$ cat src/design/fad_pkg.sv
// Purpose: constants for the flash address map decoder
// Assumes: 24-bit global byte addresses
// Notes: ranges are inclusive base/last pairs
package fad_pkg;
  localparam int ADDR_W = 24;
  localparam logic [23:0] REG_BASE = 24'h00_0000;
  localparam logic [23:0] REG_LAST = 24'h00_0fff;
  localparam logic [23:0] REG_IMPL_LAST = 24'h00_0017;
  localparam logic [23:0] EE_BASE = 24'h10_0000;
  localparam logic [23:0] EE_LAST = 24'h10_07ff;
  localparam logic [23:0] RES_BASE = 24'h1f_4000;
  localparam logic [23:0] RES_LAST = 24'h1f_ffff;
  localparam logic [23:0] INFO_BASE = 24'h1f_c000;
  localparam logic [23:0] INFO_LAST = 24'h1f_c0ff;
  localparam logic [23:0] VER_BASE = 24'h1f_c0b6;
  localparam logic [23:0] VER_LAST = 24'h1f_c0b7;
  localparam logic [23:0] ONCE_BASE = 24'h1f_c0c0;
  localparam logic [23:0] ONCE_LAST = 24'h1f_c0ff;
  localparam logic [23:0] PF_BASE = 24'hfd_0000;
  localparam logic [23:0] PF_LAST = 24'hff_ffff;
  localparam logic [23:0] PROT_LO_BASE = 24'hff_8000;
  localparam logic [23:0] CFG_BASE = 24'hff_fe00;
  localparam logic [23:0] CFG_LAST = 24'hff_fe0f;
  localparam logic [4:0] CFG_BYTES = 5'h10;
  localparam int BDK_OFS = 'h0;
  localparam int OVK_OFS = 'h8;
  localparam int FPS_OFS = 'hc;
  localparam int EPS_OFS = 'hd;
  localparam int NVO_OFS = 'he;
  localparam int SEC_OFS = 'hf;
  localparam logic [127:0] CFG_RESET = {16{8'hff}};
  typedef enum logic [1:0] {
    FAD_LOAD = 2'b01,
    FAD_READY = 2'b10
  } fad_state_t;
endpackage

$ cat src/design/fad_dec_if.sv
// Purpose: carries an address to the region decoder and its answer back
// Assumes: purely combinational decode
// Notes: sizes are in protection units
`timescale 1ns/1ps
interface fad_dec_if;
  logic [23:0] addr;
  logic [7:0] lo_units;
  logic [7:0] hi_units;
  logic reg_hit;
  logic reg_impl;
  logic ee_hit;
  logic res_hit;
  logic info_hit;
  logic ver_hit;
  logic once_hit;
  logic pf_hit;
  logic cfg_hit;
  logic lo_hit;
  logic hi_hit;
  modport src (output addr, lo_units, hi_units, input reg_hit, reg_impl, ee_hit, res_hit,
    info_hit, ver_hit, once_hit, pf_hit, cfg_hit, lo_hit, hi_hit);
  modport dec (input addr, lo_units, hi_units, output reg_hit, reg_impl, ee_hit, res_hit,
    info_hit, ver_hit, once_hit, pf_hit, cfg_hit, lo_hit, hi_hit);
endinterface

$ cat src/design/fad_region_decode.sv
// Purpose: classifies a global address into flash module regions
// Assumes: address stable for the cycle
// Notes: protection regions measured in 2**UNIT_LOG2 bytes
`timescale 1ns/1ps
module fad_region_decode #(
  parameter int UNIT_LOG2 = 10
) (
  fad_dec_if.dec d
);
  import fad_pkg::*;
  logic [23:0] lo_end;
  logic [23:0] hi_start;
  always_comb begin
    lo_end = PROT_LO_BASE + 24'(d.lo_units) * (24'h1 << UNIT_LOG2);
    hi_start = PF_LAST - 24'(d.hi_units) * (24'h1 << UNIT_LOG2);
    d.reg_hit = d.addr <= REG_LAST;
    d.reg_impl = d.addr <= REG_IMPL_LAST;
    d.ee_hit = d.addr >= EE_BASE && d.addr <= EE_LAST;
    d.res_hit = d.addr >= RES_BASE && d.addr <= RES_LAST;
    d.info_hit = d.addr >= INFO_BASE && d.addr <= INFO_LAST;
    d.ver_hit = d.addr >= VER_BASE && d.addr <= VER_LAST;
    d.once_hit = d.addr >= ONCE_BASE && d.addr <= ONCE_LAST;
    d.pf_hit = d.addr >= PF_BASE;
    d.cfg_hit = d.addr >= CFG_BASE && d.addr <= CFG_LAST;
    d.lo_hit = d.addr >= PROT_LO_BASE && d.addr < lo_end && d.lo_units != 8'h00;
    d.hi_hit = d.addr > hi_start && d.hi_units != 8'h00;
  end
endmodule // fad_region_decode

$ cat src/design/fad_top.sv
// Purpose: flash module address map decode and configuration field load
// Assumes: one access request per cycle, nvm read data in the same cycle as o_nvm_rd
// Notes: all outputs registered; answer one cycle after the request
// Functional notes
// - unimplemented space reads give undefined data
// - writes to unimplemented or reserved space dropped
// - register writes accepted when idle or initialising
// - decode register, eeprom and resource ranges
// - program flash at top of map
// - three activatable program flash protection regions
// - eight byte backdoor key from config field
// - two byte override key from config field
// - four single byte settings from config field
// - two byte version word in information row
// - sixty four byte one-time field
// - information row mapped, rest of area reserved
// - twenty four implemented register bytes
`timescale 1ns/1ps
module fad_top #(
  parameter int UNIT_LOG2 = 10
) (
  input wire logic i_mclk,
  input wire logic i_resetn,
  input wire logic [fad_pkg::ADDR_W-1:0] i_addr,
  input wire logic i_rd,
  input wire logic i_wr,
  input wire logic i_command_complete_flag,
  input wire logic [7:0] i_lo_units,
  input wire logic [7:0] i_hi_units,
  input wire logic [2:0] i_prot_act,
  input wire logic [7:0] i_nvm_rdata,
  output logic o_init_busy,
  output logic [fad_pkg::ADDR_W-1:0] o_nvm_addr,
  output logic o_nvm_rd,
  output logic o_sel_reg,
  output logic o_sel_eeprom,
  output logic o_sel_pflash,
  output logic o_sel_info_row,
  output logic o_sel_version,
  output logic o_sel_once,
  output logic o_reg_wr,
  output logic [4:0] o_reg_idx,
  output logic o_wr_ignored,
  output logic o_rd_undef,
  output logic o_prot_hit,
  output logic [63:0] o_backdoor_key,
  output logic [15:0] o_override_key,
  output logic [7:0] o_pflash_protection_setting,
  output logic [7:0] o_eeprom_protection_setting,
  output logic [7:0] o_nonvolatile_option_setting,
  output logic [7:0] o_security_setting
);
  import fad_pkg::*;
  if (UNIT_LOG2 < 0 || UNIT_LOG2 > 15) begin : g_bad_unit
    $error("fad_top: UNIT_LOG2 out of range");
  end

  fad_dec_if dif ();
  assign dif.addr = i_addr;
  assign dif.lo_units = i_lo_units;
  assign dif.hi_units = i_hi_units;
  fad_region_decode #(.UNIT_LOG2(UNIT_LOG2)) u_dec (.d(dif.dec));

  // configuration field load after reset
  fad_state_t st_r, st_nxt;
  logic [4:0] cnt_r, cnt_nxt;
  logic [3:0] cap_r, cap_nxt;
  logic rd_r, rd_nxt;
  logic [127:0] cfg_r, cfg_nxt;
  always_comb begin
    st_nxt = st_r;
    cnt_nxt = cnt_r;
    cap_nxt = cap_r;
    rd_nxt = 1'b0;
    cfg_nxt = cfg_r;
    if (rd_r) begin
      cfg_nxt[8*cap_r +: 8] = i_nvm_rdata;
    end
    case (st_r)
      FAD_LOAD: begin
        if (cnt_r < CFG_BYTES) begin
          rd_nxt = 1'b1;
          cap_nxt = cnt_r[3:0];
          cnt_nxt = cnt_r + 5'h1;
        end else if (!rd_r) begin
          st_nxt = FAD_READY;
        end
      end
      FAD_READY: begin
        st_nxt = FAD_READY;
      end
      default: begin
        st_nxt = FAD_LOAD;
      end
    endcase
  end
  always_ff @(posedge i_mclk or negedge i_resetn) begin
    if (!i_resetn) begin
      st_r <= FAD_LOAD;
      cnt_r <= 5'h0;
      cap_r <= 4'h0;
      rd_r <= 1'b0;
      cfg_r <= CFG_RESET;
    end else begin
      st_r <= st_nxt;
      cnt_r <= cnt_nxt;
      cap_r <= cap_nxt;
      rd_r <= rd_nxt;
      cfg_r <= cfg_nxt;
    end
  end
  assign o_nvm_rd = rd_r;
  assign o_nvm_addr = CFG_BASE | {20'h0, cap_r};
  assign o_init_busy = (st_r == FAD_LOAD);
  assign o_backdoor_key = cfg_r[8*BDK_OFS +: 64];
  assign o_override_key = cfg_r[8*OVK_OFS +: 16];
  assign o_pflash_protection_setting = cfg_r[8*FPS_OFS +: 8];
  assign o_eeprom_protection_setting = cfg_r[8*EPS_OFS +: 8];
  assign o_nonvolatile_option_setting = cfg_r[8*NVO_OFS +: 8];
  assign o_security_setting = cfg_r[8*SEC_OFS +: 8];

  // access decode and write gating
  logic mapped;
  logic wr_open;
  logic [9:0] acc_nxt, acc_r;
  logic [4:0] idx_nxt;
  logic [4:0] idx_r;
  always_comb begin
    mapped = dif.reg_impl || dif.ee_hit || dif.pf_hit || dif.info_hit;
    wr_open = i_command_complete_flag || st_r == FAD_LOAD;
    idx_nxt = ((i_rd || (i_wr && wr_open)) && dif.reg_impl) ? i_addr[4:0] : idx_r;
    acc_nxt = '0;
    acc_nxt[0] = (i_rd || i_wr) && dif.reg_hit;
    acc_nxt[1] = (i_rd || i_wr) && dif.ee_hit;
    acc_nxt[2] = (i_rd || i_wr) && dif.pf_hit;
    acc_nxt[3] = (i_rd || i_wr) && dif.info_hit;
    acc_nxt[4] = (i_rd || i_wr) && dif.ver_hit;
    acc_nxt[5] = (i_rd || i_wr) && dif.once_hit;
    acc_nxt[6] = i_wr && dif.reg_impl && wr_open;
    acc_nxt[7] = i_wr && (!mapped || (dif.reg_impl && !wr_open));
    acc_nxt[8] = i_rd && !mapped;
    acc_nxt[9] = i_wr && dif.pf_hit && ((i_prot_act[0] && dif.lo_hit) ||
      (i_prot_act[1] && dif.hi_hit) ||
      (i_prot_act[2] && !dif.lo_hit && !dif.hi_hit));
  end
  always_ff @(posedge i_mclk or negedge i_resetn) begin
    if (!i_resetn) begin
      acc_r <= '0;
      idx_r <= 5'h0;
    end else begin
      acc_r <= acc_nxt;
      idx_r <= idx_nxt;
    end
  end
  assign o_sel_reg = acc_r[0];
  assign o_sel_eeprom = acc_r[1];
  assign o_sel_pflash = acc_r[2];
  assign o_sel_info_row = acc_r[3];
  assign o_sel_version = acc_r[4];
  assign o_sel_once = acc_r[5];
  assign o_reg_wr = acc_r[6];
  assign o_wr_ignored = acc_r[7];
  assign o_rd_undef = acc_r[8];
  assign o_prot_hit = acc_r[9];
  assign o_reg_idx = idx_r;
endmodule // fad_top

$ cat config.mk
export PLATFORM = sky130hd
export DESIGN_NAME = fad_top
export DESIGN_NICKNAME = d
export VERILOG_FILES = /design/src/design/fad_pkg.sv /design/src/design/fad_dec_if.sv /design/src/design/fad_region_decode.sv /design/src/design/fad_top.sv
export SDC_FILE = /design/constraint.sdc
export NUM_CORES = 1
export LEC_CHECK = 0
export BUFFER_PORTS_ARGS = -buffer_cell sky130_fd_sc_hd__buf_2
export CAP_MARGIN = 20
export CORE_MARGIN = 5
export CORE_UTILIZATION = 25
export CTS_CLUSTER_DIAMETER = 120
export DETAILED_ROUTE_END_ITERATION = 7
export GPL_ROUTABILITY_DRIVEN = 0
export GPL_TIMING_DRIVEN = 0
export PLACE_DENSITY = 0.53
export SYNTH_ARGS = -nofsm -noshare
export SYNTH_HDL_FRONTEND = slang
export SYNTH_SLANG_ARGS = --single-unit
$ cat constraint.sdc
create_clock -name i_mclk -period 2.2 [get_ports i_mclk]
set_clock_uncertainty 0.1 [all_clocks]
set_input_delay 0 -clock i_mclk [delete_from_list [all_inputs] [get_ports i_mclk]]
set_output_delay 0 -clock i_mclk [all_outputs]
set_load 0.1 [all_outputs]
# Word-level counts from Yosys, hierarchy flattened
# Index checks and enable logic that the tools add are counted.
totals:
  regBits: 155
  latchBits: 0
  ramBits: 0
  mem_bits_ro: 0
  out_inout_bits: 153
  mem_count: 0
classes:
  n_addsub: 4
  n_mul: 0
  n_div: 0
  n_lt_le_gt_ge: 14
  n_eq_ne: 4
  shift: 2
  muxes: 6
  bitwise_logic: 0
  reduce_logical: 43
op_table:
  columns: ["op", "count"]
  rows:
  - ["$bwmux 128", 1]
  - ["$shift 8x34->128 const A", 1]
  - ["$shiftx 8x34->128", 1]
  - ["$ge 24x21->1 const B", 4]
  - ["$le 24x21->1 const B", 3]
  - ["$ge 24x24->1 const B", 2]
  - ["$neg 7->34", 1]
  - ["$logic_and 1x1->1", 26]
  - ["$gt 24x24->1", 1]
  - ["$le 24x12->1 const B", 1]
  - ["$le 24x5->1 const B", 1]
  - ["$lt 24x24->1", 1]
  - ["$add 16x19->20 const A", 1]
  - ["$sub 1x19->20 const A", 1]
  - ["$reduce_bool 8->1", 2]
  - ["$logic_or 1x1->1", 9]
  - ["$add 5x1->5 const B", 1]
  - ["$lt 5x5->1 const B", 1]
  - ["$logic_not 1->1", 4]
  - ["$mux 2", 2]
  - ["$ne 2x2->1 const B", 2]
  - ["$pmux 2 s2", 1]
  - ["$reduce_and 2->1", 2]
  - ["$eq 2x1->1 const B", 1]
  - ["2 further kinds", 3]

# Longest topological paths before layout
logic_depth:
  ltp_word: 9
  mapped_depth: 11
  mapped_depth_nobuf: 11

# Hierarchy
# A second synthesis with hierarchy kept.
hier_totals:
  cells_unflattened: 566
  hier_area_um2: 6877.8
by_module_without_submodules:
  columns: ["mod", "instances", "cells_per_inst", "area_per_inst_um2", "seq_area_each_um2"]
  rows:
  - ["fad_top", 1, 459, 6114.6, 3619.7]
  - ["fad_region_decode", 1, 107, 763.2, 0.0]

# Worst setup path before layout
# Ideal clock, no wire load.
synth_timing:
  path_kind: "register to register"
  startpoint: "reg cap_r[0]"
  endpoint: "reg cfg_r[25]"
  setup_time_ns: 0.091
  arrival_time_ns: 2.618
  required_ns: 2.009
  setup_slack_ns: -0.609
  stages_incl_launch_ff: 8
  path_buffers: 2
  period_less_slack_ns: 2.809
  path_cell_list: "dfrtp_1 buf_2 nor3_1 ha_1 inv_1 or3_1 clkbuf_1 o31ai_1"
synth_between:
  elab_chain_cells: 3
  word_cells_on_any_way: 4
  cone_classes: "add/sub (1); shift (2); mux (1)"
synth_rtl:
  columns: ["element", "line", "text"]
  rows:
  - ["start: declaration", "fad_top.sv:67", "logic [3:0] cap_r, cap_nxt;"]
  - ["start signal: assignment", "fad_top.sv:107", "cap_r <= cap_nxt;"]
  - ["$neg 7->34 *", "fad_top.sv:77", "cfg_nxt[8*cap_r +: 8] = i_nvm_rdata;"]
  - ["$shiftx 8x34->128 or $shift 8x34->128 (tied branches)", "fad_top.sv:77", null]
  - ["$bwmux 128 *", "fad_top.sv:77", null]
  - ["end signal: assignment", "fad_top.sv:109", "cfg_r <= cfg_nxt;"]
  - ["end: declaration", "fad_top.sv:69", "logic [127:0] cfg_r, cfg_nxt;"]
# Every way passes the cells marked *; elsewhere a longest branch is shown, timed or not.
# A chain may end at the register's enable or synchronous reset.

# Worst setup path after layout
# Ends and elaborated chain as after synthesis.

==> qor.yml <==
hold_viol_final: 0
place_hpwl_um: 15700
grt_overflow_total: 0
synth-edff-count: 0
ys_async_sr_fraction_pct: 100
grt_pass1_wl_um: 31800
finalMaxSlewViolations: 0
clk_pin_slew_ps: 60
area_growth_syn_to_layout_pct: 51.3
outcome: "finished clean"
cellPowerDensity_nw_per_um2: 732
fmax_mhz: 455
grt_max_degree: 74
die_x_um: 171
yosysSeqAreaShare_pct: 55.9
cts_max_path_buffers: 2
irDropWorstVdd_v: 0.000444
min_path_cells: 5
avgSynthCellArea_um2: 10.0
reg2reg_to: "cfg_r[25]"
syn_area_um2: 6470
max_slew_margin_pct: 54.3
synthCells: 645
p_leak_nw: 4.59
vias: 5763
crit_path_end_kind: "flop"
setup_violations: 0
drv_cap: 0
totalWireLength_um: 21200
ios: 209
finalCoreUtilization_pct: 38.7
critical_path.max_fanout: 8
reg2reg_depth: 9
worst_pin_slew_ps: 685
r2r_slack_ps: 0.8
numCtsBuffers: 17
whs_endpoint: "acc_r[9]"
cts_root_buffer: "clkbuf_16"
antenna_found_initial: 0
synth-main-ff-cell: "dfstp_2"
nNetsFinal: 1021
period_minus_slack_ps: 2200
core_um2: 25300
die_h_um: 171
cts.sinks: 139
drive_gt1_share_pct: 52.6
remaining_drc_errors: 0
clock_latency_ps: 420
critPathRequiredTime_ps: 2440
die_area_um2: 29200
rows: 58
io_buffers: 188
synth-warning-count: 0
rsz0062_at_grt: "yes"
htreeDepth: 4
grt_pass1_vias: 5690
cp-start-kind: "flop"
ys_ff_latch: 139
crit_type: "flop to flop"
grt_usage_pct: 14.0
timing.final.crit_share_pct: 100
diodes: 0
cts_tree: "done"
final_common_cell: "buf_2"
avgViaCountPerCell: 4.50
wl_met1_um: 9000
dr_wl_met2_um: 10200
hp-class: "primary input to flop"
drtIter0Drc: 281
wl_met3_um: 1660
layout_common_cells: "buf_2, nand2_1, dfstp_2, o21ai_1, buf_4"
tns_ps: 0
ant_nets: 0
min_from: "i_addr[18]"
dr.pass1.iters: 4
yosysUniqueCellTypes: 54
power_mw: 7.17
r2r_start: "cap_r[0]"
dr.max_layer_used: "met4"
initial_core_util_pct: 25.6
arrival_ps: 2440
avgRoutedWirePerCell_um: 16.5
## what timing repair did
action / in CTS / in global routing
hold endpoints to repair: 172 / 0
cloned: 0 / 7
gates resized for setup: 9 / 154
hold buffers: 35 / 0
pin swaps: 2 / 26
endpoints found under the setup margin: 59 / 102
setup buffers: 3 / 24
## through the flow
step | std cells | hold WS [ps] | setup slack [ps] | instance area, um2
5_1_grt | 1281 | 38.7 | -89.6 | 9790
4_1_cts | 1250 | 7.20 | -14.2 | 8990
3_5_place_dp | 1182 | -11.8 | -87.9 | 8010
2_1_floorplan | 663 | -396 | -9.63 | 6620
6_report | 1281 | 21.4 | 0.753 | 9790
3_3_place_gp | 1181 | 149 | -1480 | 7970
## kinds of logic after synthesis
family                   Yosys count  synth area share (%)
AND/OR/NAND/NOR                  265                  19.3
XOR/XNOR                           4                 0.541
other                              2                 0.116
multiplexers                       8                  1.39
buffers and inverters             59                  5.01
flip-flops                       139                  55.9
AO/OA/AOI/OAI                    141                  12.5
adder cells (fa/ha/maj)           27                  5.22
## cell usage after synthesis, types with 2 or more instances
master / n / area [um2]
nand2_1: 173 / 649
xnor2_1: 2 / 17.5
nand2b_1: 2 / 12.5
nand2_2: 3 / 18.8
o31ai_1: 21 / 158
nand3_1: 19 / 95.1
and3_1: 6 / 37.5
xor2_1: 2 / 17.5
mux2_2: 8 / 90.1
and4_1: 2 / 17.5
nor2_1: 17 / 63.8
o21ai_0: 46 / 230
nand4_1: 8 / 50.1
nor3_1: 5 / 25.0
dfrtp_1: 26 / 651
nor3b_2: 2 / 25.0
conb_1: 2 / 7.51
inv_1: 15 / 56.3
dfstp_2: 113 / 2970
nor2_2: 2 / 12.5
clkbuf_1: 5 / 18.8
o41ai_1: 2 / 17.5
nand3_2: 5 / 50.1
a21oi_1: 10 / 50.1
buf_2: 15 / 75.1
nor4_1: 5 / 31.3
o21ai_1: 52 / 260
and3b_1: 2 / 17.5
buf_4: 22 / 165
ha_1: 27 / 338
or3_1: 3 / 18.8
## state kept, by name (all words and copies together), names as in the netlist
| register | cells |
|---|---|
| cfg_r | 112 |
| cnt_r | 5 |
| o_nvm_rd | 1 |
| acc_r | 10 |
| cap_r | 4 |
| st_r | 2 |
| o_reg_idx | 5 |
## report_power, final
part | total, mW | internal (mW) | switching [mW]
sequential | 2.82 | 2.75 | 0.0673
clock | 2.82 | 1.68 | 1.14
combinational | 1.54 | 0.276 | 1.26
total | 7.17 | 4.70 | 2.47
## metal layers
| layer | up-vias | track usage, % |
|---|---|---|
| met3 | 22 | 4.53 |
| met1 | 2765 | 17.8 |
| met4 | 0 | 3.69 |
| li1 | 2801 | - |
| met5 | - | 0 |
| met2 | 175 | 23.0 |
## worst max-delay path by stage
stage               slack (ps)        end  cells past startpoint           from
CTS                        -10  cfg_r[15]                      9       cap_r[0]
finish                     0.8  cfg_r[25]                      9       cap_r[0]
floorplan                  -10   cfg_r[6]                      7       cap_r[0]
detailed placement         -90   acc_r[9]                     12  i_lo_units[5]
global placement         -1480   cap_r[1]                      1       i_resetn
global route               -90   cfg_r[7]                      8       cap_r[0]
## worst max-delay path: stages (launching register included)
cell and delay, ps:
dfrtp_4 480, inv_6 50, ha_4 170, nor3b_4 150, buf_6 130, nor4_4 440, nand3_4 250, buf_8 210
nand2_2 80, o31ai_4 60
## cell type report
cell class | count | area [um2]
Clock inverter | 13 | 143
Multi-Input combinational cell | 465 | 3030
Buffer | 41 | 374
Fill cell | 2527 | 15500
Clock buffer | 19 | 433
Inverter | 16 | 67.6
Sequential cell | 139 | 3630
Tap cell | 330 | 413
Timing Repair Buffer | 258 | 1710
Power figures use the tool's default switching activity.
